`config.mk`:
```
export PLATFORM = sky130hd
export DESIGN_NAME = ufb_bridge
export DESIGN_NICKNAME = d
export VERILOG_FILES = /design/src/include/ufb_pkg.sv /design/src/ufb_bridge.sv
export VERILOG_INCLUDE_DIRS = /design/src /design/src/include
export SDC_FILE = /design/constraint.sdc
export NUM_CORES = 1
export LEC_CHECK = 0
export ABC_AREA = 1
export BUFFER_PORTS_ARGS = -buffer_cell sky130_fd_sc_hd__buf_2
export CORE_MARGIN = 5
export CORE_UTILIZATION = 45
export DETAILED_ROUTE_END_ITERATION = 10
export HOLD_SLACK_MARGIN = 0.08
export PLACE_DENSITY = 0.67
export REMOVE_ABC_BUFFERS = 1
export SYNTH_ARGS = -nofsm -noshare
export SYNTH_HDL_FRONTEND = slang
export SYNTH_SLANG_ARGS = --single-unit
```
`constraint.sdc`:
```
create_clock -name ref_clk -period 3.5 [get_ports ref_clk]
set_clock_uncertainty 0.2 [all_clocks]
set_input_delay 0.35 -clock ref_clk [delete_from_list [all_inputs] [get_ports ref_clk]]
set_output_delay 0.35 -clock ref_clk [all_outputs]
set_load 0.02 [all_outputs]
```
`src/include/ufb_cfg.svh`:
```
/*
  Offsets, field positions, reset values and timing counts of the USB
  function bridge. Assumes a 16-bit microcontroller register port.
*/
`ifndef UFB_CFG_SVH
`define UFB_CFG_SVH
// Register offsets on the microcontroller port.
`define UFB_OFS_SETUP_CNT 16'h0F00
`define UFB_OFS_CONTROL   16'h0F02
`define UFB_OFS_IRQ       16'h0F04
`define UFB_OFS_ADDR_EP   16'h0F06
`define UFB_OFS_FRAME     16'h0F08
`define UFB_OFS_REQ_KIND  16'h0F0A
`define UFB_OFS_IO_ADDR   16'h2000
`define UFB_OFS_IO_DATA   16'h2002
`define UFB_OFS_EPD_BASE  16'h1000
`define UFB_OFS_EPD_LAST  16'h101C
// Field positions.
`define UFB_IO_START      15
`define UFB_IO_WRITE      14
`define UFB_CTL_READY     0
`define UFB_CTL_REENUM    1
`define UFB_CTL_BOOTRAM   2
`define UFB_IRQ_ACTIVE    0
`define UFB_IRQ_SETUP     1
`define UFB_IRQ_IN        2
`define UFB_IRQ_OUT       3
`define UFB_IRQ_ERR       4
`define UFB_AE_EP_LSB     7
`define UFB_EPD_TYPE_LSB  10
`define UFB_EPD_DIR       12
// Reset values.
`define UFB_RST_CONTROL   3'h0
`define UFB_RST_IRQ       5'h00
`define UFB_RST_WORD      16'h0000
// Timing.
`define UFB_CLK_MHZ       100
`define UFB_REENUM_US     10000
// Endpoint map.
`define UFB_EP0_MAXPKT    10'h008
`define UFB_BULK_MAXPKT   10'h040
`define UFB_FIRST_PROG_EP 4'h4
`define UFB_LAST_PROG_EP  4'hB
`define UFB_LAST_BULK_EP  4'h3
// Setup request codes.
`define UFB_RQT_VEND_OUT  8'h40
`define UFB_RQT_VEND_IN   8'hC0
`define UFB_RQ_FW_DL      8'hA1
`define UFB_RQ_REG_IO     8'hA0
// Descriptor values.
`define UFB_LEN_DEV       8'h12
`define UFB_LEN_CFG       8'h09
`define UFB_LEN_STR0      8'h04
`define UFB_LEN_STR1      8'h14
`define UFB_LEN_STR2      8'h22
`define UFB_DT_DEV        8'h01
`define UFB_DT_CFG        8'h02
`define UFB_DT_STR        8'h03
`define UFB_BCD_USB       16'h0110
`define UFB_VENDOR_CLASS  8'hFF
`define UFB_CFG_TOTAL     8'h12
`define UFB_LANG_ID       16'h0409
`define UFB_STR_FILL      8'h20
`endif

```
`src/include/ufb_pkg.sv`:
```
/*
  Types of the USB function bridge. Assumes nothing of its surroundings.
*/
package ufb_pkg;
  typedef enum logic [0:0] {
    UFB_IDLE = 1'b0,
    UFB_BUSY = 1'b1
  } ufb_bridge_t;
  typedef enum logic [1:0] {
    UFB_REQ_NONE = 2'b00,
    UFB_REQ_FWDL = 2'b01,
    UFB_REQ_REGW = 2'b10,
    UFB_REQ_REGR = 2'b11
  } ufb_req_t;
  typedef enum logic [1:0] {
    UFB_DSC_DEV = 2'b00,
    UFB_DSC_CFG = 2'b01,
    UFB_DSC_STR = 2'b10
  } ufb_desc_t;
  typedef enum logic [1:0] {
    UFB_EP_OFF  = 2'b00,
    UFB_EP_ISO  = 2'b01,
    UFB_EP_BULK = 2'b10,
    UFB_EP_INTR = 2'b11
  } ufb_ep_type_t;
endpackage

```
`src/ufb_bridge.sv`:
```
/*
  USB function control registers, register-space bridge, vendor request
  decoding, bootstrap descriptors and endpoint map. Assumes that the USB
  engine, the processor register bus and the microcontroller all run on
  ref_clk, so no input needs a synchroniser.
*/
`timescale 1ns/1ps
`default_nettype none
`include "ufb_cfg.svh"

module ufb_bridge #(
  parameter int unsigned REENUM_CYCLES = `UFB_REENUM_US * `UFB_CLK_MHZ
) (
  // Clock and reset.
  input  wire logic                 ref_clk,
  input  wire logic                 reset_n,
  // Microcontroller register port.
  input  wire logic                 mcuSel,
  input  wire logic                 mcuWrite,
  input  wire logic [15:0]          mcuAddr,
  input  wire logic [15:0]          mcuWrData,
  output logic      [15:0]          mcuRdData,
  // Processor register space.
  output logic                      dspReq,
  output logic                      dspWrite,
  output logic      [13:0]          dspAddr,
  output logic      [15:0]          dspWrData,
  input  wire logic                 dspAck,
  input  wire logic [15:0]          dspRdData,
  // USB engine events.
  input  wire logic                 tokSetup,
  input  wire logic                 tokIn,
  input  wire logic                 tokOut,
  input  wire logic [3:0]           tokEndpoint,
  input  wire logic [63:0]          setupPkt,
  input  wire logic                 sofValid,
  input  wire logic [10:0]          sofFrame,
  input  wire logic                 outByteValid,
  input  wire logic [7:0]           outByte,
  // Function control.
  output logic                      mcuIrq,
  output logic                      ep0Stall,
  output logic                      usbAttach,
  output logic                      useDownloadedCfg,
  output logic                      firmwareReady,
  output logic                      bootFromRam,
  // Microcontroller code download.
  output logic                      codeWe,
  output logic      [15:0]          codeAddr,
  output logic      [7:0]           codeData,
  // Descriptors.
  input  wire ufb_pkg::ufb_desc_t   descSel,
  input  wire logic [1:0]           descIndex,
  input  wire logic [5:0]           descOffset,
  input  wire logic [47:0]          eeDevBytes,
  input  wire logic [15:0]          eeCfgBytes,
  output logic      [7:0]           descData,
  output logic      [7:0]           descLength,
  // Endpoint map.
  input  wire logic [3:0]           epQuery,
  output ufb_pkg::ufb_ep_type_t     epType,
  output logic                      epDirIn,
  output logic      [9:0]           epMaxPkt
);
  import ufb_pkg::*;

  localparam int CW = $clog2(REENUM_CYCLES + 1);

  logic [3:0]  setupCnt_r;
  logic [2:0]  control_r;
  logic [4:0]  irq_r;
  logic [6:0]  usbAddr_r;
  logic [3:0]  lastEp_r;
  logic [10:0] frame_r;
  ufb_req_t    reqKind_r;
  logic [15:0] ioAddr_r;
  logic [15:0] ioData_r;
  logic [15:0] epDesc_r [8];
  ufb_bridge_t state_r;
  logic [CW-1:0] reenumCnt_r;
  logic        dlActive_r;
  logic [15:0] dlAddr_r;

  // Write strobe decoding shared by every writable register; the frame and request kind registers have none.
  function automatic logic hit(input logic [15:0] ofs);
    return mcuSel && mcuWrite && (mcuAddr == ofs);
  endfunction

  logic [15:0] wLength;
  logic        tokAny;
  logic        ioLaunch;
  logic        ioDone;
  assign wLength  = setupPkt[63:48];
  assign tokAny   = tokSetup | tokIn | tokOut;
  assign ioLaunch = (state_r == UFB_IDLE) && hit(`UFB_OFS_IO_ADDR)
                    && mcuWrData[`UFB_IO_START];
  assign ioDone   = (state_r == UFB_BUSY) && dspAck;

  // Data-stage byte count, loaded from each setup and saturated.
  always_ff @(posedge ref_clk or negedge reset_n) begin
    if (!reset_n) begin
      setupCnt_r <= 4'h0;
    end else if (tokSetup) begin
      setupCnt_r <= (|wLength[15:4]) ? 4'hF : wLength[3:0];
    end else if (hit(`UFB_OFS_SETUP_CNT)) begin
      setupCnt_r <= mcuWrData[3:0];
    end
  end

  // Control register; the reenumerate bit reads one until reattach.
  always_ff @(posedge ref_clk or negedge reset_n) begin
    if (!reset_n) begin
      control_r <= `UFB_RST_CONTROL;
    end else if (hit(`UFB_OFS_CONTROL)) begin
      control_r[`UFB_CTL_READY]   <= mcuWrData[`UFB_CTL_READY];
      control_r[`UFB_CTL_BOOTRAM] <= mcuWrData[`UFB_CTL_BOOTRAM];
      if (mcuWrData[`UFB_CTL_REENUM]) begin
        control_r[`UFB_CTL_REENUM] <= 1'b1;
      end
    end else if (control_r[`UFB_CTL_REENUM]
                 && reenumCnt_r == CW'(REENUM_CYCLES - 1)) begin
      control_r[`UFB_CTL_REENUM] <= 1'b0;
    end
  end

  // Detach timer and attach control of the pull-up.
  always_ff @(posedge ref_clk or negedge reset_n) begin
    if (!reset_n) begin
      reenumCnt_r      <= '0;
      usbAttach        <= 1'b0;
      useDownloadedCfg <= 1'b0;
      firmwareReady    <= 1'b0;
      bootFromRam      <= 1'b0;
    end else begin
      firmwareReady <= control_r[`UFB_CTL_READY];
      bootFromRam   <= control_r[`UFB_CTL_BOOTRAM];
      if (control_r[`UFB_CTL_REENUM]) begin
        reenumCnt_r <= reenumCnt_r + CW'(1);
        usbAttach   <= 1'b0;
        if (reenumCnt_r == CW'(REENUM_CYCLES - 1)) begin
          useDownloadedCfg <= 1'b1;
        end
      end else begin
        reenumCnt_r <= '0;
        usbAttach   <= control_r[`UFB_CTL_READY];
      end
    end
  end

  // Token flags: set wins over the write-one-to-clear.
  always_ff @(posedge ref_clk or negedge reset_n) begin
    if (!reset_n) begin
      irq_r <= `UFB_RST_IRQ;
    end else begin
      for (int i = 0; i < 4; i++) begin
        if (hit(`UFB_OFS_IRQ) && mcuWrData[i]) begin
          irq_r[i] <= 1'b0;
        end
      end
      if (hit(`UFB_OFS_IRQ)) begin
        irq_r[`UFB_IRQ_ERR] <= mcuWrData[`UFB_IRQ_ERR];
      end
      if (tokAny) begin
        irq_r[`UFB_IRQ_ACTIVE] <= 1'b1;
      end
      if (tokSetup) begin
        irq_r[`UFB_IRQ_SETUP] <= 1'b1;
      end
      if (tokIn) begin
        irq_r[`UFB_IRQ_IN] <= 1'b1;
      end
      if (tokOut) begin
        irq_r[`UFB_IRQ_OUT] <= 1'b1;
      end
    end
  end

  // Interrupt line and endpoint zero stall follow the flags.
  always_ff @(posedge ref_clk or negedge reset_n) begin
    if (!reset_n) begin
      mcuIrq   <= 1'b0;
      ep0Stall <= 1'b0;
    end else begin
      mcuIrq   <= irq_r[`UFB_IRQ_ACTIVE];
      ep0Stall <= irq_r[`UFB_IRQ_ERR];
    end
  end

  // Bus address, last endpoint and frame number.
  always_ff @(posedge ref_clk or negedge reset_n) begin
    if (!reset_n) begin
      usbAddr_r <= 7'h00;
      lastEp_r  <= 4'h0;
      frame_r   <= 11'h000;
    end else begin
      if (hit(`UFB_OFS_ADDR_EP)) begin
        usbAddr_r <= mcuWrData[6:0];
        lastEp_r  <= mcuWrData[`UFB_AE_EP_LSB +: 4];
      end
      if (tokAny) begin
        lastEp_r <= tokEndpoint;
      end
      if (sofValid) begin
        frame_r <= sofFrame;
      end
    end
  end

  // Vendor request decoding and code download address.
  always_ff @(posedge ref_clk or negedge reset_n) begin
    if (!reset_n) begin
      reqKind_r  <= UFB_REQ_NONE;
      dlActive_r <= 1'b0;
      dlAddr_r   <= `UFB_RST_WORD;
      codeWe     <= 1'b0;
      codeAddr   <= `UFB_RST_WORD;
      codeData   <= 8'h00;
    end else begin
      codeWe <= 1'b0;
      if (tokSetup) begin
        reqKind_r  <= UFB_REQ_NONE;
        dlActive_r <= 1'b0;
        if (setupPkt[7:0] == `UFB_RQT_VEND_OUT
            && setupPkt[15:8] == `UFB_RQ_FW_DL) begin
          reqKind_r  <= UFB_REQ_FWDL;
          dlActive_r <= 1'b1;
          dlAddr_r   <= setupPkt[31:16];
        end else if (setupPkt[15:8] == `UFB_RQ_REG_IO) begin
          if (setupPkt[7:0] == `UFB_RQT_VEND_OUT) begin
            reqKind_r <= UFB_REQ_REGW;
          end else if (setupPkt[7:0] == `UFB_RQT_VEND_IN) begin
            reqKind_r <= UFB_REQ_REGR;
          end
        end
      end else if (dlActive_r && outByteValid) begin
        codeWe   <= 1'b1;
        codeAddr <= dlAddr_r;
        codeData <= outByte;
        dlAddr_r <= dlAddr_r + 16'h0001;
      end
    end
  end

  // Endpoint description registers for the programmable endpoints.
  for (genvar g = 0; g < 8; g++) begin : g_epd
    always_ff @(posedge ref_clk or negedge reset_n) begin
      if (!reset_n) begin
        epDesc_r[g] <= `UFB_RST_WORD;
      end else if (hit(`UFB_OFS_EPD_BASE + 16'(g * 4))) begin
        epDesc_r[g] <= mcuWrData;
      end
    end
  end

  // Register-space bridge: one cycle per start, start clears at the end.
  always_ff @(posedge ref_clk or negedge reset_n) begin
    if (!reset_n) begin
      state_r   <= UFB_IDLE;
      ioAddr_r  <= `UFB_RST_WORD;
      ioData_r  <= `UFB_RST_WORD;
      dspReq    <= 1'b0;
      dspWrite  <= 1'b0;
      dspAddr   <= 14'h0000;
      dspWrData <= `UFB_RST_WORD;
    end else begin
      unique case (state_r)
        UFB_IDLE: begin
          if (hit(`UFB_OFS_IO_ADDR)) begin
            ioAddr_r <= mcuWrData;
          end
          if (hit(`UFB_OFS_IO_DATA)) begin
            ioData_r <= mcuWrData;
          end
          if (ioLaunch) begin
            state_r   <= UFB_BUSY;
            dspReq    <= 1'b1;
            dspWrite  <= mcuWrData[`UFB_IO_WRITE];
            dspAddr   <= mcuWrData[13:0];
            dspWrData <= ioData_r;
          end
        end
        UFB_BUSY: begin
          if (dspAck) begin
            state_r <= UFB_IDLE;
            dspReq  <= 1'b0;
            ioAddr_r[`UFB_IO_START] <= 1'b0;
            if (!dspWrite) begin
              ioData_r <= dspRdData;
            end
          end
        end
      endcase
    end
  end

  // Register read port, one cycle behind the select.
  always_ff @(posedge ref_clk or negedge reset_n) begin
    if (!reset_n) begin
      mcuRdData <= `UFB_RST_WORD;
    end else if (mcuSel && !mcuWrite) begin
      mcuRdData <= `UFB_RST_WORD;
      case (mcuAddr)
        `UFB_OFS_SETUP_CNT: mcuRdData[3:0]  <= setupCnt_r;
        `UFB_OFS_CONTROL:   mcuRdData[2:0]  <= control_r;
        `UFB_OFS_IRQ:       mcuRdData[4:0]  <= irq_r;
        `UFB_OFS_ADDR_EP:   mcuRdData[10:0] <= {lastEp_r, usbAddr_r};
        `UFB_OFS_FRAME:     mcuRdData[10:0] <= frame_r;
        `UFB_OFS_REQ_KIND:  mcuRdData[1:0]  <= reqKind_r;
        `UFB_OFS_IO_ADDR:   mcuRdData       <= ioAddr_r;
        `UFB_OFS_IO_DATA:   mcuRdData       <= ioData_r;
        default: begin
          if (mcuAddr >= `UFB_OFS_EPD_BASE && mcuAddr <= `UFB_OFS_EPD_LAST
              && mcuAddr[1:0] == 2'b00) begin
            mcuRdData <= epDesc_r[mcuAddr[4:2]];
          end
        end
      endcase
    end
  end

  // Bootstrap descriptor bytes; beyond the length reads zero, except even offsets of strings 1 to 3, which read the fill byte.
  function automatic logic [7:0] descByte(input ufb_desc_t s,
      input logic [1:0] idx, input logic [5:0] o);
    logic [7:0] b;
    b = 8'h00;
    unique case (s)
      UFB_DSC_DEV: begin
        case (o)
          6'd0: b = `UFB_LEN_DEV;
          6'd1: b = `UFB_DT_DEV;
          6'd2: b = 8'(`UFB_BCD_USB & 16'h00FF);
          6'd3: b = 8'(`UFB_BCD_USB >> 8);
          6'd4, 6'd5, 6'd6: b = `UFB_VENDOR_CLASS;
          6'd7: b = 8'(`UFB_EP0_MAXPKT);
          6'd8, 6'd9, 6'd10, 6'd11, 6'd12, 6'd13:
            b = eeDevBytes[{o[2:0], 3'b000} +: 8];
          6'd14: b = 8'h01;
          6'd15: b = 8'h02;
          6'd17: b = 8'h01;
          default: b = 8'h00;
        endcase
      end
      UFB_DSC_CFG: begin
        case (o)
          6'd0: b = `UFB_LEN_CFG;
          6'd1: b = `UFB_DT_CFG;
          6'd2: b = `UFB_CFG_TOTAL;
          6'd4, 6'd5: b = 8'h01;
          6'd7: b = eeCfgBytes[7:0];
          6'd8: b = eeCfgBytes[15:8];
          default: b = 8'h00;
        endcase
      end
      UFB_DSC_STR: begin
        if (o == 6'd0) begin
          b = (idx == 2'd0) ? `UFB_LEN_STR0 :
              (idx == 2'd1) ? `UFB_LEN_STR1 : `UFB_LEN_STR2;
        end else if (o == 6'd1) begin
          b = `UFB_DT_STR;
        end else if (idx == 2'd0) begin
          b = (o == 6'd2) ? 8'(`UFB_LANG_ID & 16'hFF) :
              (o == 6'd3) ? 8'(`UFB_LANG_ID >> 8) : 8'h00;
        end else if (!o[0]) begin
          b = `UFB_STR_FILL;
        end
      end
      default: b = 8'h00;
    endcase
    return b;
  endfunction

  // Descriptor read port, one cycle behind the request.
  always_ff @(posedge ref_clk or negedge reset_n) begin
    if (!reset_n) begin
      descData   <= 8'h00;
      descLength <= 8'h00;
    end else begin
      descData   <= descByte(descSel, descIndex, descOffset);
      descLength <= descByte(descSel, descIndex, 6'd0);
    end
  end

  // Endpoint map; only endpoint zero exists before reattach.
  always_ff @(posedge ref_clk or negedge reset_n) begin
    if (!reset_n) begin
      epType   <= UFB_EP_OFF;
      epDirIn  <= 1'b0;
      epMaxPkt <= 10'h000;
    end else if (epQuery == 4'h0) begin
      epType   <= UFB_EP_OFF;
      epDirIn  <= 1'b0;
      epMaxPkt <= `UFB_EP0_MAXPKT;
    end else if (!useDownloadedCfg || epQuery > `UFB_LAST_PROG_EP) begin
      epType   <= UFB_EP_OFF;
      epDirIn  <= 1'b0;
      epMaxPkt <= 10'h000;
    end else if (epQuery <= `UFB_LAST_BULK_EP) begin
      epType   <= UFB_EP_BULK;
      epDirIn  <= 1'b0;
      epMaxPkt <= `UFB_BULK_MAXPKT;
    end else begin
      epType   <= ufb_ep_type_t'(
        epDesc_r[3'(epQuery - `UFB_FIRST_PROG_EP)][`UFB_EPD_TYPE_LSB +: 2]);
      epDirIn  <= epDesc_r[3'(epQuery - `UFB_FIRST_PROG_EP)][`UFB_EPD_DIR];
      epMaxPkt <= epDesc_r[3'(epQuery - `UFB_FIRST_PROG_EP)][9:0];
    end
  end
endmodule // ufb_bridge
`default_nettype wire

```
==> impl_metrics.yaml, run 1 <==
floorplanning:
  coreArea_um2: 37840
  row_count: 71
  ioPinCount: 331
  start_util: 0.4574
  design.die.area_um2: 42490
  chipWidth_um: 206.1
  die_h_um: 206.1
power:
  p_int_uw: 6789
  swShare: 0.2467
  pwr-share-clk: 0.467
  leakagePower_uw: 0.01090
  power_frac_comb: 0.092
  p_seq_frac: 0.441
  p_sw_uw: 2223
  powerDensity_nw_per_um2: 411.6
  vdd.ir_drop.worst_v: 0.0003247
critical_path:
  r2r_slack_ns: 1.26
  r2r_cells: 6
  path_cells: "dlygate4sd3_1 -> buf_2 -> nor2_1 -> dlygate4sd3_1 -> nand2_1 -> nor3_1 -> nand3_1 -> dlygate4sd3_1 -> nand3_1 -> dlygate4sd3_1"
  crit_required_ns: 3.79
  slowest_delay_ns: 0.57
  crit_type: "primary input to register"
  endpoint_kind: "register"
  cpMostUsedCell: "dlygate4sd3_1"
  reg2reg_from: "state_r$_DFF_PN0_"
  cp_max_fo: 2
  slowest_stage: "dlygate4sd3_1"
  r2r-end: "ioData_r[2]$_DFFE_PN0P_"
  worstSetupStartpointType: "primary input"
  arrival_ns: 3.28
worst_hold_path:
  hp-start: "sofValid"
  worstHoldPathCells: 2
  hold_end: "frame_r[6]$_DFFE_PN0P_"
  hold_path_class: "primary input to register"
synth:
  synth-compound-area-share: 0.1579
  netlist_top_cells_area: "dfrtp_1, nand2_1, o21ai_0, inv_1, nand3_1"
  synth.area.mux_share: 0.007156
  synth_most_common_cell: "nand2_1"
  ys.flop_type: "dfrtp_1"
  netlist_instances: 2301
  ys_ff_latch: 339
  netlist.area_leader.share: 0.4901
  ys_warn_count: 0
  synth_simple_gate_area_frac: 0.2545
  synth_cell_types: 46
  synth_top_family_by_area: "simple AND/OR/NAND/NOR gates"
  synthesis.area_um2: 17310
  synth_area_leader_cell: "dfrtp_1"
  synthAdderAreaFrac: 0.001446
  syn_avg_cell_area_um2: 7.523
  synthArstFlopShare: 1.000
  yosysSeqAreaShare: 0.4901
  synth_xor_area_frac: 0.002024
  synth_edf_count: 0
  synth.top_cells.by_count: "nand2_1, dfrtp_1, o21ai_0"
global_routing:
  grt_pass1_vias: 17371
  grt_pass1_wl_um: 93280
  grtUsageTotal: 0.2808
  grt_max_degree: 76
  antenna_found_initial: 4
  overflow: 0
sta:
  rsz0062_at_grt: "no"
  post-route-period-util: 0.8554
  slew-limit-headroom: 0.4487
  final.setup.worst_slack_ns: 0.5062
  fin_tns_setup_ns: 0
  tightestPinTransition_ns: 0.8260
  period_minus_slack_ns: 2.994
  setup_viol: 0
  fmax_mhz: 334.0
  hold_viol_final: 0
  drv_slew: 0
clocking:
  path_clk_slew_ns: 0.06
  cts_resized: 0
  htreeDepth: 2
  cts_buffer_depth: 3
  cts_tree: "done"
  cts_sinks: 339
  root_buffer: "clkbuf_16"
  clk_latency_ns: 0.56
  cts_hold_repair.buffers: 121
  cts_setup_buffers: 0
  cts_inserted_buffers: 39
detailed_routing:
  antenna_left: 0
  wl_per_cell_um: 18.47
  post_drt_via_cell_ratio: 5.352
  dr.pass1.iters: 7
  drt_iter0_markers: 1327
  drc: 0
  routed_wl_um: 59780
  route.vias.total: 17320
final_layout:
  fin_nets: 2918
  fin_area_um2: 21890
  drive_gt1_frac: 0.1708
  area_growth_pct: 26.48
place:
  placed_cell_area_um2: 19350
  dp_slack_ns: 0.9054
  hpwl_um: 41940
  globalplace.congestion: 0.9373
  portBuffers: 312
flow_run:
  cap_violations: 0
run_status:
  outcome: "finished clean"
## how the worst max path moves through the flow
stage,from,endpoint,slack (ns)
floorplan,mcuAddr[9],dspAddr[0]$_DFFE_PN0P_,0.67
CTS,setupPkt[10],reqKind_r[0]$_DFFE_PN0P_,0.57
detailed placement,mcuAddr[3],epDesc_r[92]$_DFFE_PN0P_,0.91
finish,setupPkt[10],reqKind_r[0]$_DFFE_PN0P_,0.51
global placement,mcuAddr[3],epDesc_r[86]$_DFFE_PN0P_,0.92
global route,setupPkt[10],reqKind_r[0]$_DFFE_PN0P_,0.32
## cells by family after synthesis
| group | count (synthesis) |
|---|---|
| other | 1 |
| flip-flops | 339 |
| buffers and inverters | 371 |
| AO/OA/AOI/OAI | 517 |
| XOR/XNOR | 4 |
| multiplexers | 11 |
| AND/OR/NAND/NOR | 1056 |
| adder cells (fa/ha/maj) | 2 |
## metal layers
metal,track usage,part of all wire,routed length (um)
met2,0.4920,0.50,29690
met5,0,0.00013,8
met1,0.3399,0.38,22470
met4,0.1103,0.044,2646
met3,0.05696,0.083,4962
## layout make-up
| type | count | area, um^2 |
|---|---|---|
| Inverter | 246 | 924.6 |
| Clock inverter | 12 | 121.4 |
| Multi-Input combinational cell | 1592 | 7332 |
| Fill cell | 3492 | 15950 |
| Timing Repair Buffer | 475 | 3186 |
| Clock buffer | 59 | 1204 |
| Sequential cell | 339 | 8483 |
| Tap cell | 511 | 639.4 |
| Antenna cell | 2 | 5.005 |
## flip-flops by register name, summed over array words and instances, names as in the netlist, 5 cells and up
signal,flops
epDesc_r,128
reenumCnt_r,20
codeAddr,16
dlAddr_r,16
dspWrData,16
ioAddr_r,16
ioData_r,16
mcuRdData,16
dspAddr,14
frame_r,11
epMaxPkt,10
codeData,8
descData,8
usbAddr_r,7
descLength,5
irq_r,5
## worst max-delay path, delay by kind of cell
kind / cells / cell delay (ns)
simple gates: 5 / 0.58
buf+inv: 5 / 2.35
## power by group through the flow
stage	clock (uW)	combinational, uW	sequential, uW
after detailed placement	0	734	4040
final	4200	833	3970
after global placement	0	729	4040
after CTS	4270	832	3970
after global routing	4450	917	3970
after floorplan	0	272	4060
## cell usage in the layout (no fill, tap or decap), drive strengths merged, types with 4 or more instances in the layout
cell         Yosys  routed
nand4           28      28
nor3            22      22
nor2           217     217
buf             45     354
nand3          154     154
dfrtp          339     339
a21oi           65      65
mux2            11      11
nand2          628     628
a31oi           16      16
clkbuf          80      59
inv            243     244
o21ai          382     382
o22ai           21      21
nor4             4       4
o211ai          18      18
dlygate4sd3      0     121
clkinv           3       9
a22o             5       5
## stage by stage
step                utilization  total power, uW  std cells  hold WS, ns
finish                   0.5786             9012       3236      0.09754
global route             0.5785             9340       3235      0.09344
CTS                      0.5784             9071       3234      0.08033
detailed placement       0.5114             4779       3042       0.1785
global placement         0.5114             4773       3042       0.1725
floorplan                     -             4328       2177      -0.1456
(Power assumes the default switching activity.)
==> run 2: changes to the inputs <==
- BUFFER_PORTS_ARGS: -buffer_cell sky130_fd_sc_hd__buf_2 -> -buffer_cell sky130_fd_sc_hd__buf_4
- CORE_UTILIZATION: 45 -> 49
- PLACE_DENSITY: 0.67 -> 0.73
==> impl_metrics.yaml, run 2 (synthesis gave the netlist of run 1 again) <==
run_status:
  outcome: "finished clean"
final_layout:
  finalNonFillerCells: 3167
  largest_register_ffs: 128
  drive_gt1_frac: 0.1667
  layout_commonest_cell: "nand2_1"
  area_growth_pct: 29.71
  final_cell_mix: "nand2_1, buf_4, dfrtp_1, o21ai_0, inv_1"
  fin_nets: 2913
  regMostFlops: "epDesc_r"
  antenna_cells: 0
  largest_registers: "epDesc_r: 128 flops, reenumCnt_r: 20 flops"
clocking:
  cts_buffer_depth: 3
  path_clk_slew_ns: 0.06
  htreeDepth: 2
  cts_sinks: 339
  cts_tree: "done"
  root_buffer: "clkbuf_16"
  cts_setup_buffers: 0
  cts_inserted_buffers: 38
  clk_latency_ns: 0.52
place:
  globalplace.congestion: 0.9028
  hpwl_um: 41370
  dp_slack_ns: 0.7687
  dp_cells: 2978
  portBuffers: 312
worst_hold_path:
  hp-start: "setupPkt[48]"
  hold_path_class: "primary input to register"
detailed_routing:
  wl_per_cell_um: 18.87
  route.vias.total: 17413
  drc: 0
  routed_wl_um: 59750
  post_drt_via_cell_ratio: 5.498
  drt_iter0_markers: 1226
  antenna_left: 0
  dr.pass1.iters: 5
critical_path:
  cp_max_fo: 12
  crit_type: "primary input to register"
  endpoint_kind: "register"
  crit_start: "descOffset[0]"
  reg2reg_from: "dlAddr_r[8]$_DFFE_PN0P_"
  slowest_delay_ns: 0.59
  arrival_ns: 3.02
  slowest_stage: "dlygate4sd3_1"
  path_cells: "buf_4 -> nor2_1 -> nand4_1 -> inv_1 -> nand2_1 -> nand3_1 -> dlygate4sd3_1 -> a21oi_1 -> dlygate4sd3_1 -> nand2_1"
  crit_required_ns: 3.76
  r2r_slack_ns: 1.23
  worstSetupStartpointType: "primary input"
sta:
  setup_viol: 0
  hold_viol_final: 0
  rsz0062_at_grt: "no"
  final.setup.worst_slack_ns: 0.7381
  fin_tns_setup_ns: 0
  tightestPinTransition_ns: 1.262
  period_minus_slack_ns: 2.762
  drv_slew: 0
  post-route-period-util: 0.7891
  slew-limit-headroom: 0.1587
  fmax_mhz: 362.1
global_routing:
  grt_max_degree: 96
  grt_pass1_wl_um: 93670
  grt_pass1_vias: 17681
  overflow: 0
  grtUsageTotal: 0.2998
  antenna_found_initial: 0
flow_run:
  cap_violations: 0
floorplanning:
  die_h_um: 198.0
  chipWidth_um: 198.0
  coreArea_um2: 34710
  design.die.area_um2: 39190
  row_count: 68
  start_util: 0.4987
  ioPinCount: 331
power:
  leakagePower_uw: 0.01105
  powerDensity_nw_per_um2: 395.7
  vdd.ir_drop.worst_v: 0.0003333
==> run 2: stage by stage <==
stage	area, um^2	total power, uW	hold slack, ns	util
finish	22450	8885	0.09034	0.6468
global route	22450	9173	0.1071	0.6468
CTS	22450	8921	0.08251	0.6468
detailed placement	19950	4838	0.1920	0.5748
global placement	19950	4826	0.1848	0.5748
floorplan	16740	4328	-0.1456	-
==> run 2: worst max-delay path: cells and delay by family <==
family / cells / cell delay (ns)
buffers and inverters: 4 / 1.55
AOI/OAI and AO/OA: 1 / 0.06
and+or+nand+nor: 5 / 1.05
==> run 2: cell type report <==
cell class,instances,area [um^2]
Clock buffer,52,1127
Clock inverter,12,123.9
Fill cell,2951,12260
Inverter,246,924.6
Multi-Input combinational cell,1592,7332
Sequential cell,339,8483
Tap cell,455,569.3
Timing Repair Buffer,471,3894
==> run 2: routing by layer <==
layer | global-route usage | share of wire | vias to the layer above
li1 | - | - | 8224
met1 | 0.3542 | 0.36 | 8277
met2 | 0.5306 | 0.51 | 744
met3 | 0.05955 | 0.080 | 168
met4 | 0.1311 | 0.047 | 0
met5 | 0 | 0 | -
==> run 2: where the power goes <==
part	total, uW	switching [uW]	internal [uW]
Combinational	910	525	385
Clock	4000	1600	2400
Sequential	3980	23.7	3950
==> run 2: worst paths after layout <==
| check | cells past startpoint | endpoint |
|---|---|---|
| hold reg to reg | 0 | mcuIrq$_DFF_PN0_ |
| hold / removal | 5 | setupCnt_r[0]$_DFFE_PN0P_ |
| setup / recovery | 10 | descData[3]$_DFF_PN0_ |
| min in group asynchronous | 2 | epDesc_r[21]$_DFFE_PN0P_ |
| setup reg to reg | 10 | dlAddr_r[15]$_DFFE_PN0P_ |
| max in group asynchronous | 3 | epDesc_r[83]$_DFFE_PN0P_ |
==> run 2: repair_timing <==
item	CTS	global route
hold buffers	125	0
hold endpoints to repair	196	0
resized for setup	0	0
==> run 3: changes to the inputs <==
- clock period: 3.5 -> 2.6 ns (I/O delays scaled with it)
==> impl_metrics.yaml, run 3 (synthesis gave the netlist of run 1 again) <==
clocking:
  root_buffer: "clkbuf_16"
  htreeDepth: 2
  cts_inserted_buffers: 38
  cts_buffer_depth: 3
  cts_setup_buffers: 0
  clk_latency_ns: 0.54
  path_clk_slew_ns: 0.06
  cts_sinks: 339
  cts_tree: "done"
run_status:
  outcome: "finished clean"
final_layout:
  area_growth_pct: 33.25
  layout_commonest_cell: "nand2_1"
  final_cell_mix: "nand2_1, buf_4, dfrtp_1, o21ai_0, inv_1"
  final_util: 0.6645
  n_fill_cell: 2844
  fin_nets: 2960
  drive_gt1_frac: 0.1747
  largest_register_ffs: 128
  regMostFlops: "epDesc_r"
  largest_registers: "epDesc_r: 128 flops, reenumCnt_r: 20 flops"
  finalNonFillerCells: 3221
sta:
  fmax_mhz: 415.7
  setup_viol: 0
  slew-limit-headroom: 0.5117
  hold_viol_final: 0
  hold-worst-slack_ns: 0.08238
  tightestPinTransition_ns: 0.7317
  rsz0062_at_grt: "no"
  drv_slew: 0
  post-route-period-util: 0.9253
  period_minus_slack_ns: 2.406
flow_run:
  cap_violations: 0
critical_path:
  cp_max_fo: 4
  worstSetupStartpointType: "register"
  crit_start: "dlAddr_r[0]$_DFFE_PN0P_"
  r2r_slack_ns: 0.19
  reg2reg_from: "dlAddr_r[0]$_DFFE_PN0P_"
  crit_type: "register to register"
  crit_required_ns: 2.83
  r2r_cells: 7
  r2r-end: "dlAddr_r[10]$_DFFE_PN0P_"
  endpoint_kind: "register"
  arrival_ns: 2.63
floorplanning:
  row_count: 68
  start_util: 0.4987
  die_h_um: 198.0
  ioPinCount: 331
  chipWidth_um: 198.0
  design.die.area_um2: 39190
  coreArea_um2: 34710
power:
  powerDensity_nw_per_um2: 537.7
  vdd.ir_drop.worst_v: 0.0006361
  leakagePower_uw: 0.01135
  p_total_uw: 12400
detailed_routing:
  dr.pass1.iters: 7
  wl_met1_um: 22500
  wl_per_cell_um: 19.03
  drc: 0
  dr_wl_met3_um: 4969
  route.vias.total: 17732
  post_drt_via_cell_ratio: 5.505
  top_layer: "met4"
  routed_wl_um: 61280
  drt_iter0_markers: 1293
  antenna_left: 0
  met2_wirelength_um: 30580
global_routing:
  grt_pass1_vias: 18031
  antenna_found_initial: 0
  grt_pass1_wl_um: 95660
  overflow: 0
  grtUsageTotal: 0.3079
  grt_max_degree: 69
place:
  portBuffers: 312
  globalplace.congestion: 0.9156
  hpwl_um: 42270
  dp_cells: 3001
worst_hold_path:
  hold_path_class: "primary input to asynchronous set/reset pin"
==> run 3: worst max-delay path, stage by stage (launching register included) <==
cell	delay, ns
dfrtp_1	0.40
ha_1	0.18
nand2_1	0.12
nor4_1	0.48
nand3_1	0.13
a21oi_1	0.17
o21bai_1	0.07
dlygate4sd3_1	0.55
==> run 3: power breakdown <==
group	internal, uW	switching [uW]
Combinational	557	724
Sequential	5320	29.0
Clock	3510	2270
==> run 3: cell type report <==
cell class                 count  area, um^2  share of cell area
antenna                        1       2.502           0.0001085
clock inverter                20       276.5             0.01199
multi-input combinational   1592        7337              0.3181
sequential                   339        8483              0.3678
timing repair buffer         518        4407              0.1910
clock buffer                  50        1066             0.04622
inverter                     246       924.6             0.04009
tap                          455       569.3             0.02468
==> run 3: routing by layer <==
layer / vias up / track usage
met5: - / 0
met1: 8326 / 0.3673
met4: 0 / 0.1576
met2: 874 / 0.5324
met3: 194 / 0.05717
li1: 8338 / -
==> run 3: per-stage QoR <==
stage / TNS (ns) / worst slack, ns / cell area [um^2]
after CTS: 0 / 0.1361 / 23060
after global placement: 0 / 0.3720 / 20220
after global routing: 0 / 0.04111 / 23060
after detailed placement: 0 / 0.3160 / 20220
after floorplan: -3.623 / -0.1419 / 16740
final: 0 / 0.1942 / 23070
==> run 3: how the worst max path moves through the flow <==
| stage | slack [ns] | endpoint | depth (start not counted) |
|---|---|---|---|
| finish | 0.19 | dlAddr_r[10]$_DFFE_PN0P_ | 7 |
| global route | 0.04 | dlAddr_r[9]$_DFFE_PN0P_ | 12 |
| CTS | 0.14 | dlAddr_r[9]$_DFFE_PN0P_ | 11 |
| detailed placement | 0.32 | epDesc_r[94]$_DFFE_PN0P_ | 10 |
| global placement | 0.37 | epDesc_r[85]$_DFFE_PN0P_ | 10 |
| floorplan | -0.14 | dspAddr[0]$_DFFE_PN0P_ | 8 |
==> run 3: what timing repair did <==
action	in CTS	in global routing
setup endpoints to repair	0	9
endpoints found under the hold margin	509	0
hold buffers	149	0
gates resized for setup	0	2
